===== src/include/strap_decoder_pkg.sv =====
/*
  Constants and types for the drive option strap decoder.
  Assumes strap inputs read 1 when the jumper is shorted and 0 when open.
*/
package strap_decoder_pkg;

  // Capture sequencing: LOAD samples straps, HOLD keeps them
  typedef enum logic [0:0] {
    ST_LOAD = 1'b0,
    ST_HOLD = 1'b1
  } cap_state_t;

  localparam int unsigned ADDR_W          = 3;
  localparam int unsigned MODE_BYTE_W     = 8;
  // SCSI-1 select bit inside byte 8 of mode page 09
  localparam int unsigned SCSI1_MODE_BIT  = 4;

  // Values held from reset until the first capture
  localparam logic              RST_FLAG    = 1'b0;
  localparam logic [ADDR_W-1:0] RST_ADDR    = 3'h0;

endpackage : strap_decoder_pkg


===== src/logic/drive_option_strap_decoder.sv =====
/*
  Drive option strap decoder: samples the option and address jumpers at power-on
  reset and SCSI bus reset, holds the decoded configuration and routes the spindle
  sync line to bus pin 29.
  Assumes all inputs are synchronous to ref_clk, a shorted strap reads as 1, and
  the firmware holds mode page settings as levels and supplies Start/Stop Unit events as pulses.
*/
// What this block does
// - Auto spin-up strap shorted starts spindle at power-on; open waits for Start Unit
// - Bus parity checked on received data only while parity strap is shorted
// - SDTR strap shorted makes drive send SDTR after power-on and reset
// - Unit attention reported when strap open, suppressed when shorted
// - Fast seek enabled only while its strap is shorted
// - Protocol strap shorted forces SCSI-1; open follows mode page 09 byte 8 bit 4
// - Write protect strap forces protection; open follows mode page header setting
// - Unit select straps 1,2,4 weighted form the three-bit bus address
// - With sync spindle mode on, routing straps drive or ground pin 29; equal settings illegal
// - Master spindle sync driven out, slave spindle sync accepted as input
module drive_option_strap_decoder (
  input  wire logic                                      ref_clk,
  input  wire logic                                      reset,
  input  wire logic                                      bus_reset,
  input  wire logic                                      strap_auto_spin,
  input  wire logic                                      strap_parity,
  input  wire logic                                      strap_sdtr,
  input  wire logic                                      strap_unit_attn,
  input  wire logic                                      strap_fast_seek,
  input  wire logic                                      strap_scsi1,
  input  wire logic                                      strap_write_prot,
  input  wire logic [strap_decoder_pkg::ADDR_W-1:0]      strap_unit_sel,
  input  wire logic                                      strap_sync_route,
  input  wire logic                                      strap_pin29_gnd,
  input  wire logic                                      start_unit_cmd,
  input  wire logic                                      stop_unit_cmd,
  input  wire logic                                      rx_parity_bad,
  input  wire logic                                      unit_attn_pending,
  input  wire logic [strap_decoder_pkg::MODE_BYTE_W-1:0] mode_page09_byte8,
  input  wire logic                                      mode_hdr_write_prot,
  input  wire logic                                      sync_spindle_mode,
  input  wire logic                                      spindle_master,
  input  wire logic                                      spindle_index,
  input  wire logic                                      slave_sync_in,
  input  wire logic                                      pin29_in,
  output logic                                           config_valid,
  output logic                                           spindle_run,
  output logic                                           parity_check_en,
  output logic                                           parity_error,
  output logic                                           sdtr_request,
  output logic                                           unit_attn_report,
  output logic                                           fast_seek_en,
  output logic                                           scsi1_mode,
  output logic                                           write_protect,
  output logic [strap_decoder_pkg::ADDR_W-1:0]           scsi_id,
  output logic                                           route_illegal,
  output logic                                           pin29_out,
  output logic                                           pin29_oe,
  output logic                                           master_sync_out,
  output logic                                           slave_sync_seen
);

  strap_decoder_pkg::cap_state_t      state_reg, state_next;
  logic                               auto_spin_reg, auto_spin_next;
  logic                               run_reg, run_next;
  logic                               par_en_reg, par_en_next;
  logic                               par_err_reg, par_err_next;
  logic                               sdtr_en_reg, sdtr_en_next;
  logic                               sdtr_req_reg, sdtr_req_next;
  logic                               ua_inhibit_reg, ua_inhibit_next;
  logic                               ua_rep_reg, ua_rep_next;
  logic                               fseek_reg, fseek_next;
  logic                               s1_strap_reg, s1_strap_next;
  logic                               s1_mode_reg, s1_mode_next;
  logic                               wp_strap_reg, wp_strap_next;
  logic                               wp_reg, wp_next;
  logic [strap_decoder_pkg::ADDR_W-1:0] id_reg, id_next;
  logic                               route_sync_reg, route_sync_next;
  logic                               route_gnd_reg, route_gnd_next;
  logic                               msync_reg, msync_next;
  logic                               ssync_reg, ssync_next;
  logic                               capture;

  // Straps are sampled in the cycle after reset release and while bus reset is held
  assign capture = (state_reg == strap_decoder_pkg::ST_LOAD) || bus_reset;

  always_comb begin
    state_next      = bus_reset ? strap_decoder_pkg::ST_LOAD : strap_decoder_pkg::ST_HOLD;
    auto_spin_next  = auto_spin_reg;
    par_en_next     = par_en_reg;
    sdtr_en_next    = sdtr_en_reg;
    ua_inhibit_next = ua_inhibit_reg;
    fseek_next      = fseek_reg;
    s1_strap_next   = s1_strap_reg;
    wp_strap_next   = wp_strap_reg;
    id_next         = id_reg;
    route_sync_next = route_sync_reg;
    route_gnd_next  = route_gnd_reg;
    if (capture) begin
      auto_spin_next  = strap_auto_spin;
      par_en_next     = strap_parity;
      sdtr_en_next    = strap_sdtr;
      ua_inhibit_next = strap_unit_attn;
      fseek_next      = strap_fast_seek;
      s1_strap_next   = strap_scsi1;
      wp_strap_next   = strap_write_prot;
      id_next         = strap_unit_sel;
      route_sync_next = strap_sync_route;
      route_gnd_next  = strap_pin29_gnd;
    end
  end

  always_comb begin
    // Spin-up at the end of the power-on capture only; later bus resets keep the spindle state
    run_next = run_reg;
    if (state_reg == strap_decoder_pkg::ST_LOAD && !config_valid && auto_spin_reg == 1'b0 && strap_auto_spin) begin
      run_next = 1'b1;
    end else if (start_unit_cmd) begin
      run_next = 1'b1;
    end else if (stop_unit_cmd) begin
      run_next = 1'b0;
    end
    // One SDTR request each time a capture ends with the SDTR strap shorted
    sdtr_req_next = (state_reg == strap_decoder_pkg::ST_LOAD) && !bus_reset && sdtr_en_next;
    par_err_next  = par_en_reg && rx_parity_bad;
    // Uses the value being captured so a shorted strap also hides attention in the capture cycle
    ua_rep_next   = !ua_inhibit_next && unit_attn_pending;
    s1_mode_next  = s1_strap_reg || mode_page09_byte8[strap_decoder_pkg::SCSI1_MODE_BIT];
    wp_next       = wp_strap_reg || mode_hdr_write_prot;
    msync_next    = spindle_index;
    ssync_next    = slave_sync_in || (sync_spindle_mode && route_sync_reg && !route_gnd_reg
                                      && !spindle_master && pin29_in);
  end

  // Tracks whether the power-on capture has already been done
  logic pwr_done_reg, pwr_done_next;
  assign pwr_done_next = pwr_done_reg || (state_reg == strap_decoder_pkg::ST_HOLD);

  always_ff @(posedge ref_clk or posedge reset) begin
    if (reset) begin
      state_reg      <= strap_decoder_pkg::ST_LOAD;
      pwr_done_reg   <= strap_decoder_pkg::RST_FLAG;
      auto_spin_reg  <= strap_decoder_pkg::RST_FLAG;
      run_reg        <= strap_decoder_pkg::RST_FLAG;
      par_en_reg     <= strap_decoder_pkg::RST_FLAG;
      par_err_reg    <= strap_decoder_pkg::RST_FLAG;
      sdtr_en_reg    <= strap_decoder_pkg::RST_FLAG;
      sdtr_req_reg   <= strap_decoder_pkg::RST_FLAG;
      ua_inhibit_reg <= strap_decoder_pkg::RST_FLAG;
      ua_rep_reg     <= strap_decoder_pkg::RST_FLAG;
      fseek_reg      <= strap_decoder_pkg::RST_FLAG;
      s1_strap_reg   <= strap_decoder_pkg::RST_FLAG;
      s1_mode_reg    <= strap_decoder_pkg::RST_FLAG;
      wp_strap_reg   <= strap_decoder_pkg::RST_FLAG;
      wp_reg         <= strap_decoder_pkg::RST_FLAG;
      id_reg         <= strap_decoder_pkg::RST_ADDR;
      route_sync_reg <= strap_decoder_pkg::RST_FLAG;
      route_gnd_reg  <= strap_decoder_pkg::RST_FLAG;
      msync_reg      <= strap_decoder_pkg::RST_FLAG;
      ssync_reg      <= strap_decoder_pkg::RST_FLAG;
    end else begin
      state_reg      <= state_next;
      pwr_done_reg   <= pwr_done_next;
      auto_spin_reg  <= auto_spin_next;
      run_reg        <= run_next;
      par_en_reg     <= par_en_next;
      par_err_reg    <= par_err_next;
      sdtr_en_reg    <= sdtr_en_next;
      sdtr_req_reg   <= sdtr_req_next;
      ua_inhibit_reg <= ua_inhibit_next;
      ua_rep_reg     <= ua_rep_next;
      fseek_reg      <= fseek_next;
      s1_strap_reg   <= s1_strap_next;
      s1_mode_reg    <= s1_mode_next;
      wp_strap_reg   <= wp_strap_next;
      wp_reg         <= wp_next;
      id_reg         <= id_next;
      route_sync_reg <= route_sync_next;
      route_gnd_reg  <= route_gnd_next;
      msync_reg      <= msync_next;
      ssync_reg      <= ssync_next;
    end
  end

  assign config_valid     = pwr_done_reg;
  assign spindle_run      = run_reg;
  assign parity_check_en  = par_en_reg;
  assign parity_error     = par_err_reg;
  assign sdtr_request     = sdtr_req_reg;
  assign unit_attn_report = ua_rep_reg;
  assign fast_seek_en     = fseek_reg;
  assign scsi1_mode       = s1_mode_reg;
  assign write_protect    = wp_reg;
  assign scsi_id          = id_reg;
  assign master_sync_out  = msync_reg;
  assign slave_sync_seen  = ssync_reg;

  // Pin 29 routing acts only in sync spindle mode; illegal strap pairs leave the pin undriven
  assign route_illegal = sync_spindle_mode && (route_sync_reg == route_gnd_reg);
  assign pin29_oe      = sync_spindle_mode && (route_sync_reg != route_gnd_reg)
                         && (route_gnd_reg || spindle_master);
  assign pin29_out     = route_sync_reg && !route_gnd_reg && msync_reg;
endmodule : drive_option_strap_decoder


===== config.mk =====
export PLATFORM = sky130hd
export DESIGN_NAME = drive_option_strap_decoder
export DESIGN_NICKNAME = d
export VERILOG_FILES = /design/src/include/strap_decoder_pkg.sv /design/src/logic/drive_option_strap_decoder.sv
export SDC_FILE = /design/constraint.sdc
export NUM_CORES = 1
export LEC_CHECK = 0
export ABC_CLOCK_PERIOD_IN_PS = 1300
export BUFFER_PORTS_ARGS = -buffer_cell sky130_fd_sc_hd__buf_2
export CAP_MARGIN = 25
export CORE_ASPECT_RATIO = 1.1
export CORE_MARGIN = 8
export CORE_UTILIZATION = 41
export DETAILED_ROUTE_END_ITERATION = 10
export PLACE_DENSITY = 0.81
export SYNTH_ARGS = -nofsm -noshare
export SYNTH_HDL_FRONTEND = slang
export SYNTH_SLANG_ARGS = --single-unit
export TNS_END_PERCENT = 5

===== constraint.sdc =====
create_clock -name ref_clk -period 1.3 [get_ports ref_clk]
set_input_delay 0.065 -clock ref_clk [delete_from_list [all_inputs] [get_ports ref_clk]]
set_output_delay 0.065 -clock ref_clk [all_outputs]
set_load 0.03 [all_outputs]

==> reports/qor.csv, run 1 <==
stage;metric;value;unit
drt;WL/cell;14.1;µm
layout;Final nets;159;
synthesis;Top FF cell, synth;dfrtp_1;
die;Top Ports;50;
critical_path;reg-to-reg startpoint;state_reg$_DFF_PP0_;
critical_path;R2R setup slack;170;ps
worst_hold_path;Worst Hold Class;in2reg;
synthesis;Post-synth EDFFs;0;
grt;M1 GR Usage;0.102;
synthesis;gate count of the mapped netlist;54;
sta;final slew viol count;0;
sta;Rel. slew slack;0.812;
outcome;violated checks;negative setup slack;
sta;Fin Clk Skew;2.33;ps
cts;H-Tree Depth;1;
drt;DRT Pass-1 Iters;3;
grt;layer with the highest usage;met2;
sta;fin crit period;1390;ps
drt;via count;685;
cts;latest clock arrival within the worst-skew pair;290;ps
grt;initial antenna violation count;0;
sta;unrepaired setup endpoints after global routing;yes;
drt;drt drc;0;
cts;Clock Sinks;21;
synthesis;post-synthesis sequential area ratio;0.629;
cts;total clock buffers created by CTS;3;
die;Core Region;0.00196;mm²
layout;max reg flops;3;
job;# Max-Cap Violations;0;
power_and_ir_drop;Leakage;0.687;nW
grt;grt ovf;0;
die;die area;0.00374;mm²
synthesis;share of the synthesized area in the top cell type;0.629;
layout;post-route cell area;0.00135;mm²
die;Initial Utilization;0.427;
critical_path;reg2reg path depth;3;
die;Die W;59.1;µm
critical_path;crit end category;output pin;
sta;Max Freq;720;MHz
synthesis;Post-synth top cells;dfrtp_1 (21), mux2_4 (7), inv_1 (5);
layout;Non-Filler Instances;152;
synthesis;cell area after synthesis;836;µm²
die;row count;17;
placement;I/O Buffers;42;
critical_path;CP required;1240;ps
sta;endpoints failing setup;2;
outcome;status;finished, violations left;
synthesis;leading post-synthesis cells by cell area;dfrtp_1 (63%), mux2_4 (13%), mux2_2 (4.0%);
worst_hold_path;Hold EP;auto_spin_reg$_DFFE_PP0N_;
critical_path;Critical Path AT;1320;ps
sta;final period utilization;1.07;
synthesis;Syn Area/Cell;15.5;µm²
cts;clock root buffer;clkbuf_4;
layout;Area Overhead vs Synth;61.4;%
sta;post-route setup slack;-88.3;ps
grt;largest net degree at the start of global routing;22;
grt;M2 GR Usage;0.242;
synthesis;Ys Warns;0;
grt;total track usage;0.120;
placement;HPWL after DPL;1.52;mm
placement;RD Place Congestion;0.791;
drt;Total Wirelength;2.14;mm
cts;Worst-path clk slew;110;ps
drt;ANT nets after route;0;
grt;first-pass GRT wire length;3.46;mm
drt;Vias/cell;4.51;
die;die height;63.4;µm
critical_path;nature of the critical path startpoint;flip-flop;
grt;vias in the first global route;769;
cts;CTS tree;done;
placement;Cell Area, Placed;0.00110;mm²
power_and_ir_drop;peak supply drop;0.705;mV
layout;share of cells above drive strength 1;0.548;
critical_path;CP Max Fanout;2;
synthesis;top-count cell post-synth;dfrtp_1;
drt;Initial DRC Count;7;
sta;Final Hold Viols;0;
synthesis;Async SR Flop Fraction;1.00;
synthesis;post-synth top area cell;dfrtp_1;
worst_hold_path;hold path depth;2;
sta;Worst Tran Pin Value;278;ps
layout;Layout Utilization;0.689;
synthesis;Synthesized Nets;88;
layout;number of diodes;0;
critical_path;WS Path Type;reg2out;
worst_hold_path;Hold Crit Start;strap_auto_spin;
placement;dpl cells;127;
synthesis;synth unique cells;17;
synthesis;flops & latches, synth;21;
power_and_ir_drop;Cell Pwr Density;999;mW/mm²
placement;worst slack, placed;137;ps
critical_path;R2R Path End;auto_spin_reg$_DFFE_PP0N_;
grt;met3 Track Usage GR;0.0243;
cts;CTS Buffer Depth;2;
-- worst max path at each step --
stage | to | cells after the start | start
after floorplan | pin29_oe | 2 | route_sync_reg$_DFFE_PP0N_
after CTS | pin29_oe | 4 | route_gnd_reg$_DFFE_PP0N_
after global placement | pin29_oe | 3 | route_sync_reg$_DFFE_PP0N_
final | pin29_oe | 4 | route_gnd_reg$_DFFE_PP0N_
after global routing | pin29_oe | 4 | route_gnd_reg$_DFFE_PP0N_
after detailed placement | pin29_oe | 3 | route_sync_reg$_DFFE_PP0N_
-- final cells by class --
class,count,area [µm²]
Timing Repair Buffer,67,454
Sequential cell,21,526
Multi-Input combinational cell,27,289
Inverter,5,18.8
Clock buffer,4,26.3
Fill cell,154,608
Tap cell,28,35.0
-- power by group --
group	internal, mW	switching [mW]
clock network	0.119	0.175
logic	0.170	0.164
registers	0.698	0.0212
total	0.987	0.360
-- routing by layer --
layer | up-vias | part of all wire
met2 | 22 | 0.60
met4 | 0 | 0.014
li1 | 324 | -
met5 | - | 0
met1 | 337 | 0.34
met3 | 2 | 0.050
-- per-stage QoR --
stage               hold WS, ps  power (mW)  setup TNS, ps
global placement           98.8       0.990              0
finish                     19.8        1.35           -110
global route               3.62        1.42           -183
floorplan                  41.5       0.902              0
CTS                        1.00        1.37           -231
detailed placement          117        1.00              0
-- layout by cell type, fill, tap and decap left out --
cell           Yosys  final
or2_2              3      3
a41o_1             1      1
nor3b_2            0      1
dlygate4sd3_1      0     19
and2_1             3      3
o21ai_0            1      1
buf_4              0      7
nor3b_1            2      1
nor2b_4            1      1
clkbuf_4           0      3
ha_4               0      1
buf_6              0      1
inv_2              0      1
o211a_1            1      1
a211o_1            1      1
nor4b_1            1      1
mux2_2             3      3
inv_1              5      4
mux2_4             7      7
clkbuf_1           0      1
nor2_1             1      1
nand3b_1           1      1
buf_2              0     40
dfrtp_1           21     21
-- critical path, cell delays in order (launching register included) --
cell and delay (ps):
dfrtp_1 400, inv_2 80, ha_4 200, nor3b_2 160, buf_4 190
-- timing repair --
item / in CTS / in global routing
pin swaps: 3 / 0
hold buffers: 19 / 0
endpoints found under the setup margin: 2 / 3
gates resized for setup: 3 / 2
hold endpoints to repair: 39 / 0
buffers inserted: 2 / 0
-- cell families (layout without fill, tap and decap cells) --
family,after synthesis,after routing,synth area share
DFF,21,21,0.629
and+or+nand+nor,12,12,0.103
muxes,10,10,0.166
buffers and inverters,6,76,0.0464
AOI/OAI and AO/OA,4,4,0.0404
adders and majority gates,1,1,0.0150
(Power assumes the default switching activity.)
==> inputs of run 2 (changes only) <==
Settings changed: ABC_CLOCK_PERIOD_IN_PS 1300 to 1650, CORE_UTILIZATION 41 to 44, PLACE_DENSITY 0.81 to 0.86.
Clock period 1.3 ns to 1.65 ns, I/O delays scaled along.
==> reports/qor.csv, run 2 (same netlist as run 1, synthesis figures left out) <==
stage;metric;value;unit;change
job;# Max-Cap Violations;0;;unchanged
die;die area;0.00355;mm²;-5.1%
layout;Non-Filler Instances;132;;-13%
drt;Vias/cell;4.73;;+5.1%
layout;fill count;127;;-18%
worst_hold_path;hold path depth;2;;unchanged
layout;commonest non-fill, non-tap cell in the layout;buf_2;;
sta;endpoints failing setup;0;;-2
power_and_ir_drop;Leakage;0.640;nW;-6.7%
critical_path;CP Max Fanout;3;;+1
cts;clock root buffer;clkbuf_4;;
cts;Post-CTS Resized;0;;-3
layout;most frequent cells in the layout;buf_2 (42), dfrtp_1 (21), dlygate4sd3_1 (15);;
drt;via count;625;;-8.8%
worst_hold_path;Hold Crit Start;strap_parity;;
critical_path;Critical Path AT;1450;ps;+130 ps
critical_path;nature of the critical path startpoint;flip-flop;;
power_and_ir_drop;Flop pwr share;0.552;;+0.018
drt;DRT Pass-1 Iters;3;;unchanged
critical_path;R2R Path End;auto_spin_reg$_DFFE_PP0N_;;
drt;Total Wirelength;1.94;mm;-9.1%
power_and_ir_drop;Combinational Power Share;0.219;;-0.029
critical_path;reg-to-reg startpoint;state_reg$_DFF_PP0_;;
die;Core Region;0.00178;mm²;-9.0%
grt;total track usage;0.117;;-0.00331
outcome;status;finished, final reports clean;;
drt;WL/cell;14.7;µm;+4.6%
sta;final slew viol count;0;;unchanged
cts;total clock buffers created by CTS;3;;unchanged
die;Die W;57.6;µm;-2.5%
sta;fin crit period;1530;ps;
sta;Rel. slew slack;0.487;;-0.325
drt;ANT nets after route;0;;unchanged
grt;grt ovf;0;;unchanged
layout;max reg flops;3;;unchanged
die;row count;16;;-1
worst_hold_path;Worst Hold Class;in2reg;;
layout;Final nets;149;;-6.3%
die;die height;61.7;µm;-2.6%
grt;initial antenna violation count;0;;unchanged
power_and_ir_drop;P_int;0.748;mW;-24%
grt;largest net degree at the start of global routing;22;;unchanged
sta;unrepaired setup endpoints after global routing;no;;
cts;H-Tree Depth;1;;unchanged
placement;HPWL after DPL;1.34;mm;-12%
die;Initial Utilization;0.469;;+0.0420
sta;Worst Tran Pin Value;768;ps;+490 ps
sta;Min Hold Slack;13.1;ps;-6.72 ps
layout;number of diodes;0;;unchanged
power_and_ir_drop;peak supply drop;0.520;mV;-26%
sta;Max Freq;654;MHz;
cts;CTS Buffer Depth;2;;unchanged
power_and_ir_drop;Clk pwr share;0.229;;+0.011
placement;I/O Buffers;42;;unchanged
grt;vias in the first global route;739;;-3.9%
layout;Area Overhead vs Synth;46.7;%;
cts;post-cts hold buffer count;13;;-6
critical_path;reg2reg path depth;2;;-1
sta;Setup TNS;0;ps;+110 ps
power_and_ir_drop;switching power;0.282;mW;-22%
critical_path;WS Path Type;reg2out;;
critical_path;R2R setup slack;310;ps;+140 ps
cts;Clock Sinks;21;;unchanged
sta;Final Hold Viols;0;;unchanged
cts;latest clock arrival within the worst-skew pair;290;ps;about the same
power_and_ir_drop;Cell Pwr Density;840;mW/mm²;-16%
grt;first-pass GRT wire length;3.17;mm;-8.5%
cts;CTS tree;done;;
placement;RD Place Congestion;0.699;;-12%
critical_path;crit end category;output pin;;
die;Top Ports;50;;unchanged
placement;dpl cells;113;;-11%
worst_hold_path;Hold EP;parity_check_en$_DFFE_PP0N_;;
cts;Worst-path clk slew;110;ps;about the same
critical_path;CP required;1570;ps;+330 ps
drt;drt drc;0;;unchanged
cts;post-CTS setup buffers;0;;-2
drt;Initial DRC Count;6;;-1
sta;Fin Clk Skew;6.08;ps;+3.76 ps
layout;share of cells above drive strength 1;0.526;;-0.0221
sta;final period utilization;0.927;;
power_and_ir_drop;Sw Share;0.274;;+0.00638
-- run 2: final cells by class --
| cell class | instances | area, µm² | share of cell area |
|---|---|---|---|
| tap | 18 | 22.5 | 0.0184 |
| inverter | 5 | 18.8 | 0.0153 |
| timing repair buffer | 57 | 360 | 0.294 |
| multi-input combinational | 27 | 272 | 0.221 |
| clock buffer | 3 | 22.5 | 0.0184 |
| clock inverter | 1 | 5.00 | 0.00408 |
| sequential | 21 | 526 | 0.429 |
-- run 2: power groups by stage --
stage               sequential (mW)  combinational [mW]  clock (mW)
floorplan                     0.621              0.0868           0
global placement              0.576               0.195           0
detailed placement            0.578               0.200           0
CTS                           0.568               0.224       0.249
global route                  0.573               0.244       0.264
finish                        0.568               0.226       0.236
-- run 2: worst max-delay path by stage --
| stage | end | slack (ps) | startpoint | cells past startpoint |
|---|---|---|---|---|
| global placement | scsi_id[0]$_DFFE_PP0N_ | 350 | state_reg$_DFF_PP0_ | 2 |
| global route | pin29_oe | 20 | route_sync_reg$_DFFE_PP0N_ | 3 |
| floorplan | pin29_oe | 140 | route_sync_reg$_DFFE_PP0N_ | 2 |
| CTS | pin29_oe | 100 | route_sync_reg$_DFFE_PP0N_ | 3 |
| finish | pin29_oe | 120 | route_sync_reg$_DFFE_PP0N_ | 3 |
| detailed placement | scsi_id[0]$_DFFE_PP0N_ | 320 | state_reg$_DFF_PP0_ | 2 |
-- run 2: critical path, stage by stage (launching register included) --
cell and delay [ps]:
dfrtp_1 420, ha_1 320, nor3b_1 180, buf_2 220
-- run 2: per-layer routing --
metal	GRT usage	wire length (µm)	vias to the layer above
met1	0.111	770	297
met4	0.0643	22	0
met5	0	0	-
li1	-	-	301
met3	0.0350	142	2
met2	0.225	1010	25
-- run 2: metrics by stage --
stage	total power, mW	utilization	area [µm²]	setup slack (ps)
2_1_floorplan	0.708	-	836	144
5_1_grt	1.08	0.688	1230	21.1
4_1_cts	1.04	0.677	1210	97.0
6_report	1.03	0.688	1230	120
3_3_place_gp	0.770	0.588	1050	348
3_5_place_dp	0.778	0.588	1050	320
